===== config.mk =====
export PLATFORM = sky130hd
export DESIGN_NAME = s_interface_activation_fsm
export DESIGN_NICKNAME = d
export VERILOG_FILES = /design/src/design/s_act_pkg.sv /design/src/design/s_interface_activation_fsm.sv /design/src/design/sync3.sv
export SDC_FILE = /design/constraint.sdc
export NUM_CORES = 1
export LEC_CHECK = 0
export ABC_AREA = 1
export BUFFER_PORTS_ARGS = -buffer_cell sky130_fd_sc_hd__buf_2
export CAP_MARGIN = 15
export CORE_MARGIN = 2
export CORE_UTILIZATION = 56
export CTS_CLUSTER_SIZE = 10
export DETAILED_ROUTE_END_ITERATION = 6
export PLACE_DENSITY = 0.81
export REMOVE_ABC_BUFFERS = 1
export SKIP_CTS_REPAIR_TIMING = 1
export SLEW_MARGIN = 30
export SYNTH_ARGS = -nofsm -noshare
export SYNTH_HDL_FRONTEND = slang
export SYNTH_SLANG_ARGS = --single-unit

===== constraint.sdc =====
create_clock -name pclk -period 2.4 [get_ports pclk]
set_clock_uncertainty 0.05 [all_clocks]
set_input_delay 0.12 -clock pclk [delete_from_list [all_inputs] [get_ports pclk]]
set_output_delay 0.12 -clock pclk [all_outputs]
set_load 0.01 [all_outputs]

===== src/design/s_act_pkg.sv =====
// Package with constants, types and register map for the activation machine.
package s_act_pkg;

  // Command codes from the upstream controller.
  localparam logic [3:0] CMD_DEACT_REQ   = 4'h0;
  localparam logic [3:0] CMD_FSM_CLEAR   = 4'h1;
  localparam logic [3:0] CMD_SINGLE_TEST = 4'h2;
  localparam logic [3:0] CMD_CONT_TEST   = 4'h3;
  localparam logic [3:0] CMD_UNSYNCED    = 4'h4;
  localparam logic [3:0] CMD_ACT_REQ     = 4'h8;
  localparam logic [3:0] CMD_LOOP_REQ    = 4'ha;
  localparam logic [3:0] CMD_SWITCH      = 4'hc;
  localparam logic [3:0] CMD_LOOP_IND    = 4'he;
  localparam logic [3:0] CMD_DEACT_CONF  = 4'hf;

  // Indication codes towards the upstream controller.
  localparam logic [3:0] IND_WAIT        = 4'h0;
  localparam logic [3:0] IND_UNSYNCED    = 4'h4;
  localparam logic [3:0] IND_ACT_REQ     = 4'h8;
  localparam logic [3:0] IND_CODE_VIOL   = 4'hb;
  localparam logic [3:0] IND_ACTIVE      = 4'hc;
  localparam logic [3:0] IND_DEACTIVATED = 4'hf;

  // Line signal selection driven towards the analog front end.
  localparam logic [2:0] TX_INFO0        = 3'h0;
  localparam logic [2:0] TX_INFO2        = 3'h2;
  localparam logic [2:0] TX_INFO4        = 3'h4;
  localparam logic [2:0] TX_SINGLE       = 3'h5;
  localparam logic [2:0] TX_CONT         = 3'h6;

  // APB register byte addresses.
  localparam logic [11:0] ADDR_CONFIG    = 12'h000;
  localparam logic [11:0] ADDR_STATUS    = 12'h004;
  localparam logic [11:0] ADDR_MASK      = 12'hffc;

  // Config register fields and reset value.
  localparam int          CFG_TR_OFF_BIT = 0;
  localparam int          CFG_TX_OFF_BIT = 1;
  localparam int          CFG_CVR_EN_BIT = 2;
  localparam int          CFG_LT_BIT     = 3;
  localparam logic [31:0] CONFIG_RESET   = 32'h0000_0002;

  // Timing: frame period 250 us, the device clock is 25 MHz.
  localparam int          CLK_HZ         = 25_000_000;
  localparam int          FRAME_US       = 250;
  localparam int          INFO0_MS       = 16;
  localparam int          DEACT_MS       = 32;
  localparam int          FRAME_CYC      = CLK_HZ / 1_000_000 * FRAME_US;
  localparam int          INFO0_FRAMES   = INFO0_MS * 1000 / FRAME_US;
  localparam int          DEACT_FRAMES   = DEACT_MS * 1000 / FRAME_US;

  // States, one-hot.
  typedef enum logic [10:0] {
    ST_RESET     = 11'h001,
    ST_DEACT     = 11'h002,
    ST_DETECTED  = 11'h004,
    ST_PEND_ACT  = 11'h008,
    ST_WAIT_SW   = 11'h010,
    ST_ACTIVE    = 11'h020,
    ST_LOST_LINE = 11'h040,
    ST_LOST_UP   = 11'h080,
    ST_PEND_DEA  = 11'h100,
    ST_WAIT_DC   = 11'h200,
    ST_TEST      = 11'h400
  } state_t;

  // Receiver status from the line front end.
  typedef struct packed {
    logic info0;
    logic level;
    logic info3;
    logic synced;
    logic code_viol;
  } line_rx_t;

  // Transmit control towards the line front end.
  typedef struct packed {
    logic [2:0] info;
    logic       tx_enable;
    logic       rx_enable;
    logic       loop_closed;
    logic       transparent;
  } line_tx_t;

endpackage : s_act_pkg


===== src/design/s_interface_activation_fsm.sv =====
// Layer-1 activation and deactivation state machine with APB configuration.
`timescale 1ns/1ns
module s_interface_activation_fsm
  import s_act_pkg::*;
(
  // Clock, reset and clock enable.
  input  wire logic        pclk,
  input  wire logic        presetn,
  input  wire logic        ce,
  // APB slave.
  input  wire logic        psel,
  input  wire logic        penable,
  input  wire logic        pwrite,
  input  wire logic [11:0] paddr,
  input  wire logic [31:0] pwdata,
  output logic      [31:0] prdata,
  output logic             pready,
  output logic             pslverr,
  // Command and indication channel, same clock as the controller.
  input  wire logic [3:0]  cmd_code,
  output logic      [3:0]  ind_code,
  // Line receiver status, asynchronous to pclk.
  input  wire line_rx_t    line_rx,
  // Line transmit control.
  output line_tx_t         line_tx
);

  state_t      state_q;
  state_t      state_d;
  logic [31:0] config_q;
  line_rx_t    rx_sync;
  line_rx_t    rx;
  logic [15:0] frame_cnt_q;
  logic        frame_tick;
  logic [3:0]  cmd_q;
  logic [7:0]  info0_cnt_q;
  logic [7:0]  deact_cnt_q;
  logic        info0_done;
  logic        deact_done;
  logic        cvr_q;
  logic        tr_off;
  logic        tx_off;
  logic        lt_mode;
  logic        loop_q;
  logic        cont_q;
  logic        apb_wr;
  logic        apb_rd;

  assign tr_off  = config_q[CFG_TR_OFF_BIT];
  assign tx_off  = config_q[CFG_TX_OFF_BIT];
  assign lt_mode = config_q[CFG_LT_BIT];

  // Line status bits come from the analog clock, so each is synchronised.
  sync3 #(.W($bits(line_rx_t))) u_rx_sync (
    .pclk    (pclk),
    .presetn (presetn),
    .ce      (ce),
    .din     (line_rx),
    .dout    (rx_sync)
  );

  // Line inputs are forced idle while clearing or while layer 1 is off.
  always_comb
  begin
    rx = rx_sync;
    if (tr_off || cmd_q == CMD_FSM_CLEAR)
      rx = '0;
  end

  // Frame tick divides pclk down to the 4 kHz frame rate.
  always_ff @(posedge pclk or negedge presetn)
  begin
    if (!presetn)
      frame_cnt_q <= '0;
    else if (ce)
      frame_cnt_q <= frame_tick ? '0 : frame_cnt_q + 16'h0001;
  end
  assign frame_tick = (frame_cnt_q == 16'(FRAME_CYC - 1));

  // Command code is sampled once per frame; undefined codes do nothing.
  // It resets to the confirm code, so the machine leaves its reset state
  // on its own and comes up deactivated without help from the controller.
  always_ff @(posedge pclk or negedge presetn)
  begin
    if (!presetn)
      cmd_q <= CMD_DEACT_CONF;
    else if (ce && frame_tick)
      cmd_q <= cmd_code;
  end

  // Deactivation timers counted in frames: INFO 0 run and overall limit.
  always_ff @(posedge pclk or negedge presetn)
  begin
    if (!presetn)
    begin
      info0_cnt_q <= '0;
      deact_cnt_q <= '0;
    end
    else if (ce)
    begin
      if (state_q != ST_PEND_DEA)
      begin
        info0_cnt_q <= '0;
        deact_cnt_q <= '0;
      end
      else if (frame_tick)
      begin
        deact_cnt_q <= deact_cnt_q + 8'h01;
        info0_cnt_q <= rx.info0 ? info0_cnt_q + 8'h01 : 8'h00;
      end
    end
  end
  assign info0_done = (info0_cnt_q >= 8'(INFO0_FRAMES));
  assign deact_done = (deact_cnt_q >= 8'(DEACT_FRAMES));

  // Next state logic for both termination variants.
  always_comb
  begin
    state_d = state_q;
    unique case (state_q)
      ST_RESET:
        if (cmd_q == CMD_DEACT_CONF)
          state_d = ST_DEACT;
      ST_DEACT:
        if (!lt_mode && rx.level && !rx.info0)
          state_d = ST_DETECTED;
        else if (lt_mode && (rx.level || cmd_q == CMD_ACT_REQ
                 || cmd_q == CMD_LOOP_REQ))
          state_d = ST_PEND_ACT;
        else if (!lt_mode && (cmd_q == CMD_ACT_REQ
                 || cmd_q == CMD_LOOP_REQ))
          state_d = ST_PEND_ACT;
      ST_DETECTED:
        if (cmd_q == CMD_ACT_REQ || cmd_q == CMD_LOOP_REQ)
          state_d = ST_PEND_ACT;
      ST_PEND_ACT:
        if (rx.info3)
          state_d = lt_mode ? ST_ACTIVE : ST_WAIT_SW;
      ST_WAIT_SW:
        if (cmd_q == CMD_SWITCH || cmd_q == CMD_LOOP_IND)
          state_d = ST_ACTIVE;
      ST_ACTIVE:
        if (!rx.synced)
          state_d = ST_LOST_LINE;
        else if (!lt_mode && cmd_q == CMD_UNSYNCED)
          state_d = ST_LOST_UP;
      ST_LOST_LINE:
        if (rx.info3 && rx.synced)
          state_d = lt_mode ? ST_ACTIVE : ST_WAIT_SW;
      ST_LOST_UP:
        if (cmd_q == CMD_SWITCH || cmd_q == CMD_LOOP_IND)
          state_d = ST_ACTIVE;
      ST_PEND_DEA:
        if (info0_done || deact_done)
          state_d = ST_WAIT_DC;
      ST_WAIT_DC:
        if (cmd_q == CMD_DEACT_CONF)
          state_d = ST_DEACT;
      ST_TEST:
        if (cmd_q == CMD_DEACT_CONF)
          state_d = ST_DEACT;
      default:
        state_d = ST_RESET;
    endcase
    // Deactivation request applies in all active-going states.
    if (cmd_q == CMD_DEACT_REQ && state_q != ST_RESET
        && state_q != ST_DEACT && state_q != ST_WAIT_DC
        && state_q != ST_PEND_DEA)
      state_d = ST_PEND_DEA;
    // Test codes enter test mode from any state but test mode itself.
    if ((cmd_q == CMD_SINGLE_TEST || cmd_q == CMD_CONT_TEST)
        && state_q != ST_TEST)
      state_d = ST_TEST;
    // Clear and layer-1 off override everything.
    if (cmd_q == CMD_FSM_CLEAR || tr_off)
      state_d = ST_RESET;
  end

  // State register.
  always_ff @(posedge pclk or negedge presetn)
  begin
    if (!presetn)
      state_q <= ST_RESET;
    else if (ce)
      state_q <= state_d;
  end

  // Loop closure is latched by the loop commands and opened on leaving.
  always_ff @(posedge pclk or negedge presetn)
  begin
    if (!presetn)
      loop_q <= 1'b0;
    else if (ce)
    begin
      if (state_d == ST_DEACT || state_d == ST_RESET
          || state_d == ST_PEND_DEA || state_d == ST_TEST)
        loop_q <= 1'b0;
      else if (cmd_q == CMD_LOOP_REQ && state_q != ST_ACTIVE)
        loop_q <= 1'b1;
      else if (cmd_q == CMD_LOOP_IND && state_q == ST_ACTIVE
               && !lt_mode)
        loop_q <= 1'b1;
    end
  end

  // The pulse pattern is latched on entry to test mode: the controller
  // releases the code once the mode has started, and the line must not
  // fall back to single pulses when it does.
  always_ff @(posedge pclk or negedge presetn)
  begin
    if (!presetn)
      cont_q <= 1'b0;
    else if (ce && state_q != ST_TEST)
      cont_q <= (cmd_q == CMD_CONT_TEST);
  end

  // Code violations are held until the next frame tick so the controller can see them.
  always_ff @(posedge pclk or negedge presetn)
  begin
    if (!presetn)
      cvr_q <= 1'b0;
    else if (ce)
    begin
      if (rx.code_viol && config_q[CFG_CVR_EN_BIT])
        cvr_q <= 1'b1;
      else if (frame_tick)
        cvr_q <= 1'b0;
    end
  end

  // Indications always follow the present state.
  always_ff @(posedge pclk or negedge presetn)
  begin
    if (!presetn)
      ind_code <= IND_WAIT;
    else if (ce)
    begin
      unique case (state_q)
        ST_RESET:     ind_code <= IND_WAIT;
        ST_DEACT:     ind_code <= (lt_mode && rx.level) ? IND_WAIT
                                                       : IND_DEACTIVATED;
        ST_DETECTED:  ind_code <= IND_ACT_REQ;
        ST_PEND_ACT:  ind_code <= IND_ACT_REQ;
        ST_WAIT_SW:   ind_code <= IND_ACT_REQ;
        ST_ACTIVE:    ind_code <= cvr_q ? IND_CODE_VIOL
                                        : IND_ACTIVE;
        ST_LOST_LINE: ind_code <= IND_UNSYNCED;
        ST_LOST_UP:   ind_code <= IND_UNSYNCED;
        ST_PEND_DEA:  ind_code <= IND_WAIT;
        ST_WAIT_DC:   ind_code <= IND_DEACTIVATED;
        ST_TEST:      ind_code <= IND_WAIT;
        default:      ind_code <= IND_WAIT;
      endcase
    end
  end

  // Transmit selection, driver enables and channel switching.
  always_ff @(posedge pclk or negedge presetn)
  begin
    if (!presetn)
      line_tx <= '0;
    else if (ce)
    begin
      unique case (state_q)
        ST_PEND_ACT,
        ST_WAIT_SW,
        ST_LOST_LINE,
        ST_LOST_UP:   line_tx.info <= TX_INFO2;
        ST_ACTIVE:    line_tx.info <= TX_INFO4;
        ST_TEST:      line_tx.info <= cont_q ? TX_CONT
                                             : TX_SINGLE;
        default:      line_tx.info <= TX_INFO0;
      endcase
      line_tx.tx_enable   <= !tx_off && !tr_off;
      line_tx.rx_enable   <= !tr_off;
      line_tx.loop_closed <= loop_q;
      line_tx.transparent <= (state_q == ST_ACTIVE);
    end
  end

  // APB: zero wait states, unmapped addresses answer with an error.
  assign pready = 1'b1;
  assign apb_wr = psel && penable && pwrite;
  assign apb_rd = psel && !pwrite;

  // Errors are flagged in the access phase only, so a setup cycle that is
  // still decoding its address never shows a stale error to the master.
  always_comb
  begin
    pslverr = 1'b0;
    if (psel && penable && paddr != ADDR_CONFIG && paddr != ADDR_STATUS)
      pslverr = 1'b1;
  end

  // Config register; the transmitter starts disabled.
  always_ff @(posedge pclk or negedge presetn)
  begin
    if (!presetn)
      config_q <= CONFIG_RESET;
    else if (ce && apb_wr && paddr == ADDR_CONFIG)
      config_q <= pwdata & 32'h0000_000f;
  end

  // Read data is registered in the setup phase for the access phase.
  always_ff @(posedge pclk or negedge presetn)
  begin
    if (!presetn)
      prdata <= '0;
    else if (ce && apb_rd && !penable)
    begin
      if (paddr == ADDR_CONFIG)
        prdata <= config_q;
      else if (paddr == ADDR_STATUS)
        prdata <= {12'h000, 5'(rx), 4'(ind_code), 11'(state_q)};
      else
        prdata <= '0;
    end
  end

endmodule : s_interface_activation_fsm


===== src/design/sync3.sv =====
// Three-stage synchroniser with agreement filter on the last two stages.
`timescale 1ns/1ns
module sync3
  import s_act_pkg::*;
#(
  parameter int W = 1
)
(
  // Clock and reset.
  input  wire logic         pclk,
  input  wire logic         presetn,
  input  wire logic         ce,
  // Data.
  input  wire logic [W-1:0] din,
  output logic      [W-1:0] dout
);

  logic [W-1:0] s1_q;
  logic [W-1:0] s2_q;
  logic [W-1:0] s3_q;

  // The first stage feeds only the second, so metastability stays contained.
  always_ff @(posedge pclk or negedge presetn)
  begin
    if (!presetn)
    begin
      s1_q <= '0;
      s2_q <= '0;
      s3_q <= '0;
    end
    else if (ce)
    begin
      s1_q <= din;
      s2_q <= s1_q;
      s3_q <= s2_q;
    end
  end

  // A change is taken only once stages two and three agree.
  always_ff @(posedge pclk or negedge presetn)
  begin
    if (!presetn)
      dout <= '0;
    else if (ce && (s2_q == s3_q))
      dout <= s3_q;
  end

endmodule : sync3


-- Word-level counts from Yosys, hierarchy flattened
Index checks and enable logic that the tools add are counted.
- register bits: 117
- bits of input ports: 59
- logic and storage cells: 154
- add/subtract/negate cells: 3
- order comparisons: 2
- equality and inequality tests: 34
- mux-type cells: 36
- reduce and logical (&&, ||, !) cells: 59
- operator list (operator ; number):
    11-bit 2-to-1 mux ; 14
    11-bit one-hot mux with 8 select lines ; 1
    20-bit 2-to-1 mux ; 2
    8-bit 2-to-1 mux ; 5
    1-bit logical AND ; 29
    11-bit by 1-bit equality test with 1-bit output (second input constant) ; 2
    11-bit equality test (second input constant) ; 2
    11-bit by 2-bit equality test with 1-bit output (second input constant) ; 2
    11-bit by 9-bit equality test with 1-bit output (second input constant) ; 2
    4-bit equality test (second input constant) ; 5
    4-bit one-hot mux with 5 select lines ; 1
    16-bit by 1-bit adder with 16-bit output (second input constant) ; 1
    8-bit by 1-bit adder with 8-bit output (second input constant) ; 2
    16-bit by 13-bit equality test with 1-bit output (second input constant) ; 1
    16-bit 2-to-1 mux ; 1
    12-bit by 3-bit equality test with 1-bit output (second input constant) ; 1
    12-bit zero test ; 1
    12-bit by 3-bit != test with 1-bit output (second input constant) ; 1
    12-bit nonzero test ; 1
    11-bit by 10-bit equality test with 1-bit output (second input constant) ; 1
    11-bit by 3-bit equality test with 1-bit output (second input constant) ; 1
    11-bit by 4-bit equality test with 1-bit output (second input constant) ; 1
    11-bit by 5-bit equality test with 1-bit output (second input constant) ; 1
    11-bit by 6-bit equality test with 1-bit output (second input constant) ; 1
    other kinds (30) ; 55

-- Logic depth before layout (Yosys ltp)
Gate-level depths: netlist of run 1.
- depth after elaboration: 18
- depth in mapped cells: 14
- gate-level depth less buffers: 14

-- By module
A second synthesis of run 1 with hierarchy kept.
- cells, all modules: 693
- area, all modules: 5565.3 um2
- modules (own cells, without submodules) (module ; instances ; cells each ; area each (um2)):
    s_interface_activation_fsm ; 1 ; 582 ; 4635.7
    sync3 ; 1 ; 111 ; 929.6

-- Worst setup path before layout of run 1
OpenSTA, ideal clock, no wires.
- kind: register -> register
- from: reg frame_cnt_q[1]
- to: reg deact_cnt_q[4]
- library setup time: 0.123 ns
- arrival: 1.588 ns
- slack: 0.639 ns
- cell stages (with the launch flop): 11
- path buffers: 1
- clock period less this slack: 1.761 ns
- cells stage by stage: dfrtp_1 -> inv_1 -> ha_1 -> nor3b_1 -> nand4_2 -> nor2_4 -> nor2_2 -> buf_6 -> nor3_4 -> xnor2_1 -> nor2_1
- word-level cells in the longest chain between the ends: 3
- RTL lines (item ; line ; RTL):
    start, declared ; s_interface_activation_fsm.sv:33 ; logic [15:0] frame_cnt_q;
    start signal, assigned ; s_interface_activation_fsm.sv:76 ; frame_cnt_q <= frame_tick ? '0 : frame_cnt_q + 16'h0001;
    16-bit by 13-bit equality test with 1-bit output ; s_interface_activation_fsm.sv:78 ; assign frame_tick = (frame_cnt_q == 16'(FRAME_CYC - 1));
    2-bit nonzero test (no source line) ; n/a ;
    2-bit AND reduction (no source line) ; n/a ;
    end signal, assigned ; s_interface_activation_fsm.sv:108 ; deact_cnt_q <= deact_cnt_q + 8'h01;
    end, declared ; s_interface_activation_fsm.sv:37 ; logic [7:0] deact_cnt_q;
No other way between the ends.
A chain may end at the register's enable or synchronous reset.

-- Final worst setup path of run 1
- from: reg state_q[1]
- to: reg state_q[5]
- word-level cells in the longest chain between the ends: 8
- RTL lines (item ; line ; RTL):
    start, declared ; s_interface_activation_fsm.sv:28 ; state_t state_q;
    start signal, assigned ; s_interface_activation_fsm.sv:185 ; state_q <= state_d;
    parallel branches: the longest is 6 deep, another holds 11-bit equality test ; n/a ;
    11-bit 2-to-1 mux * ; s_interface_activation_fsm.sv:171 ; if ((cmd_q == CMD_SINGLE_TEST || cmd_q == CMD_CONT_TEST)
    11-bit 2-to-1 mux * ; s_interface_activation_fsm.sv:175 ; if (cmd_q == CMD_FSM_CLEAR || tr_off)
Every way passes the cells marked *.

==> results of run 1 <==
[registers in the layout, indices dropped and copies added, names as in the netlist, 5 cells and up]
| signal | flops |
|---|---|
| prdata | 19 |
| frame_cnt_q | 16 |
| state_q | 11 |
| deact_cnt_q | 8 |
| info0_cnt_q | 8 |
| line_tx | 7 |
| u_rx_sync.dout | 5 |
| u_rx_sync.s1_q | 5 |
| u_rx_sync.s2_q | 5 |
| u_rx_sync.s3_q | 5 |
[layer usage]
| layer | routed length, um | up-vias | track usage, % |
|---|---|---|---|
| met2 | 5880 | 107 | 40.8 |
| met3 | 543 | 15 | 4.31 |
| met1 | 5570 | 2189 | 32.8 |
| li1 | - | 2324 | - |
| met5 | 0 | - | 0 |
| met4 | 207 | 0 | 7.79 |
[area by class of cell]
| type | count | area, um2 |
|---|---|---|
| fill | 817 | 3180 |
| multi-input combinational | 446 | 2230 |
| tap | 129 | 161 |
| clock inverter | 6 | 51.3 |
| timing repair buffer | 86 | 541 |
| clock buffer | 10 | 138 |
| inverter | 106 | 398 |
| sequential | 103 | 2580 |
[power breakdown]
group	total, mW	switching, mW	internal [mW]	leakage [nW]
Combinational	0.578	0.361	0.217	1.61
Sequential	2.08	0.160	1.92	1.33
Clock	1.05	0.630	0.421	0.0987
[critical path: stages (launching register included)]
cell and delay [ps]:
dfrtp_1 470, nor2_1 180, nand2_2 140, nor2_4 170, nand2_1 130, nand3_1 300
nand2_1 90, nor2_1 250, o21ai_0 150, a21oi_1 140
[cells in the final DEF (no fill, tap or decap), drive strengths merged, types with 4 or more instances in the layout]
master and instances:
o31ai 5, o21ai 63, clkbuf 10, nand3 28, inv 108, xor2 7, dfstp 6, nand2 144
buf 72, nand4 12, conb 13, dlygate4sd3 14, dfrtp 97, clkinv 4, a21oi 32, nor4 6
ha 5, o32ai 5, nor3 28, nor2 65, o22ai 17
[cell families (layout without fill, tap and decap cells)]
group | Yosys count | count (layout) | share of synthesized area [%]
buf+inv | 137 | 208 | 10.9
fa+ha+maj | 5 | 5 | 1.17
flops | 103 | 103 | 48.2
other cells | 2 | 13 | 0.140
simple gates | 289 | 289 | 24.6
compound gates | 129 | 129 | 13.3
xor+xnor | 10 | 10 | 1.63
[worst paths after layout]
check / from / to / slack (ps) / cells past startpoint
min: presetn / ind_code[1] / 90 / 2
max: state_q[1] / state_q[5] / 270 / 9
max in group asynchronous: presetn / cmd_q[1] / 1500 / 3
min reg2reg: u_rx_sync.s1_q[3] / u_rx_sync.s1_q[3] / 430 / 2
min in group pclk: pwrite / config_q[1] / 200 / 3
max reg2reg: state_q[1] / state_q[5] / 270 / 9
[metrics by stage]
step	util [%]	total power [mW]	setup TNS, ps
floorplan	-	2.44	-173
global placement	62.3	2.63	0
detailed placement	62.3	2.67	0
CTS	64.3	3.72	0
global route	65.8	3.92	0
finish	65.8	3.71	0
==> results.cfg, run 1 <==
[cts]
clk_path_buf_depth = 2
cts.sinks = 103
clk_pin_slew_ps = 100
numCtsBuffers = 9
htreeDepth = 3
clkLatencyLatePin_ps = 370
cts_root_buf = clkbuf_8
cts_tree = built

[sta]
tightest_slew_ps = 598
hold_violations = 0
holdWs_ps = 93.3
slew_violations = 0
fmax_mhz = 470
fin_ws_ps = 271
period_share_pct = 88.7
setup_viol = 0
slew-limit-headroom_pct = 60.1
rsz0062_at_grt = no
min_period_ps = 2130

[synth]
async_flop_share_pct = 100
synthTopCellsByArea = dfrtp_1, nand2_1, inv_1
synth_common_cells = nand2_1, inv_1, dfrtp_1, o21ai_0, nor2_1
synth-warning-count = 0
syn-cell-area_mm2 = 0.00536
yosysTopAreaCellShare_pct = 45.3
synth_seq_cells = 103
synth_edf_count = 0
synth_top_area_cell = dfrtp_1
netlist_instances = 675
synth.distinct_cells = 40
ys_seq_area_share_pct = 48.2
synth.avg_cell_area_um2 = 7.94
synth_ff_type = dfrtp_1
yosysMostFrequentCell = nand2_1

[die]
core_area_mm2 = 0.00928
rows = 35
ios = 104
dieArea_mm2 = 0.0104
die_y_um = 102
die_w_um = 102
start_util_pct = 57.7

[grt]
overflow = 0
grt_pass1_wl_mm = 20.1
track_usage_pct = 24.5
antenna_found_initial = 0
grt_pass1_vias = 4380
grt_max_degree = 57

[placed_design]
place_ws_ps = 332
gp_congestion = 0.927
post_dp_cell_area_mm2 = 0.00578
hpwlAfterDp_mm = 9.02
dp.cells = 856
io_buffer_count = 62

[worst_setup_path]
path_class = register to register
crit_arrival_ps = 2370
setup.worst_path.end_class = register
required_ps = 2640
crit_fanout = 9
critPathLaunchType = register

[run]
maxCapViolCount = 0

[power_and_ir_drop]
powerDensity_mw_per_mm2 = 607
leakagePower_nw = 3.03
ir_worst_vdd_mv = 0.470

[final_layout]
fin_area_mm2 = 0.00611
drive_gt1_share_pct = 15.3
fin_cells = 886
area_growth_pct = 14.0
final_nets = 816
diodes = 0

[drt]
first_pass_iters = 5
vias = 4635
vias_per_cell = 5.23
drt_iter0_markers = 236
wirelength_mm = 12.2
ant_nets = 0
drc = 0
wl_per_cell_um = 13.8

[run_status]
outcome = complete, no violations

[min_path]
hold_path_class = input port to asynchronous set/reset pin
Power figures use the tool's default switching activity.
==> run 2: changes to the inputs <==
- clock period: 2.4 -> 2.3 ns (I/O delays scaled with it)
==> run 2 against run 1 <==
Register-to-register slack worse by 70 ps; fmax up 1.4%; first-iteration DRC count down 3.8%; global-route usage up 0.38 points; critical path type unchanged; critical endpoint is now deact_cnt_q[3].
==> results.cfg, run 2 (synthesized netlist as in run 1, its figures left out) <==
[final_layout]
area_growth_pct = 14.1
multiInputGateArea_mm2 = 0.00224
drive_gt1_share_pct = 15.6
final_util_pct = 65.9
final_nets = 817
final_common_cell = nand2_1
seqCellArea_mm2 = 0.00258
largest_register_ffs = 19
diodes = 0
top_register = prdata
reg_top3 = prdata: 19 flops, frame_cnt_q: 16 flops, state_q: 11 flops
n_fill_cell = 784
fin_cells = 887
mostFrequentLayoutCells = nand2_1, inv_1, dfrtp_1, buf_2, o21ai_0

[sta]
tightest_slew_ps = 616
min_period_ps = 2100
period_share_pct = 91.3
hold_violations = 0
setup_tns_ps = 0
fin_ws_ps = 200
holdWs_ps = 98.5
fmax_mhz = 476
rsz0062_at_grt = no
setup_viol = 0
slew-limit-headroom_pct = 58.9
slew_violations = 0

[die]
die_y_um = 102
die_w_um = 102
rows = 35
start_util_pct = 57.7
dieArea_mm2 = 0.0104
core_area_mm2 = 0.00928
ios = 104

[placed_design]
dp.cells = 857
gp_congestion = 0.938
hpwlAfterDp_mm = 9.02
place_ws_ps = 232
io_buffer_count = 62

[drt]
drt_iter0_markers = 227
ant_nets = 0
wl_per_cell_um = 13.8
vias_per_cell = 5.30
first_pass_iters = 5
vias = 4701
wirelength_mm = 12.2
drc = 0

[grt]
antenna_found_initial = 0
grt_max_degree = 45
overflow = 0
track_usage_pct = 24.9
grt_pass1_vias = 4450
grt_pass1_wl_mm = 20.3

[min_path]
hold_path_class = input port to register

[cts]
cts_tree = built
clk_pin_slew_ps = 100
clkLatencyLatePin_ps = 380
cts_root_buf = clkbuf_8
clk_path_buf_depth = 2
numCtsBuffers = 9
cts.sinks = 103
htreeDepth = 3

[worst_setup_path]
crit_fanout = 12
setup.worst_path.end_class = register
required_ps = 2520
cp_slowest_cell = dfstp_2
critPathLaunchType = register
path_class = register to register
max_stage_delay_ps = 600
crit_arrival_ps = 2320
crit_chain = nor2_1, nand2_2, nor2_4, nand2_4, inv_2, nor2_2, nor2_2, inv_1, nand3_1, xor2_1, nor2_1

[run_status]
outcome = complete, no violations

[power_and_ir_drop]
ir_worst_vdd_mv = 0.544
powerDensity_mw_per_mm2 = 632
leakagePower_nw = 3.03

[run]
maxCapViolCount = 0
[run 2: final cells by class]
| class | count | area share (%) |
|---|---|---|
| inverter | 106 | 6.51 |
| clock inverter | 6 | 0.900 |
| sequential | 103 | 42.3 |
| tap | 129 | 2.64 |
| multi-input combinational | 446 | 36.6 |
| timing repair buffer | 87 | 8.96 |
| clock buffer | 10 | 2.09 |
[run 2: through the flow]
stage | power [mW] | cell area (um2)
after floorplan | 2.54 | 5210
after global placement | 2.74 | 5790
after detailed placement | 2.80 | 5790
after CTS | 3.87 | 5970
after global routing | 4.09 | 6110
final | 3.86 | 6110
[run 2: critical path: cells and delay by family (launching register included)]
kind                      cells  cell delay [ps]
buffers and inverters         2              340
DFF                           1              600
xor gates and xnor gates      1              170
and+or+nand+nor               8              820
[run 2: worst paths after layout]
check,end,from,cells after the start,slack (ps)
max,deact_cnt_q[3],state_q[0],11,200
min,line_tx[0],ce,4,100
max reg2reg,deact_cnt_q[3],state_q[0],11,200
min reg2reg,u_rx_sync.s1_q[1],u_rx_sync.s1_q[1],2,430
max in group asynchronous,cmd_q[3],presetn,3,1190
min in group asynchronous,prdata[14],presetn,2,220
[run 2: per-layer routing]
metal  part of all wire (%)  up-vias  track usage [%]
li1                       -     2329                -
met1                     45     2222             33.3
met2                     49      134             41.6
met3                    4.4       16             4.04
met4                    1.5        0             8.21
met5                      0        -                0
[run 2: where the power goes]
group / internal, mW / total [mW] / switching, mW
clock network: 0.413 / 1.08 / 0.666
registers: 2.00 / 2.17 / 0.169
logic: 0.228 / 0.611 / 0.382
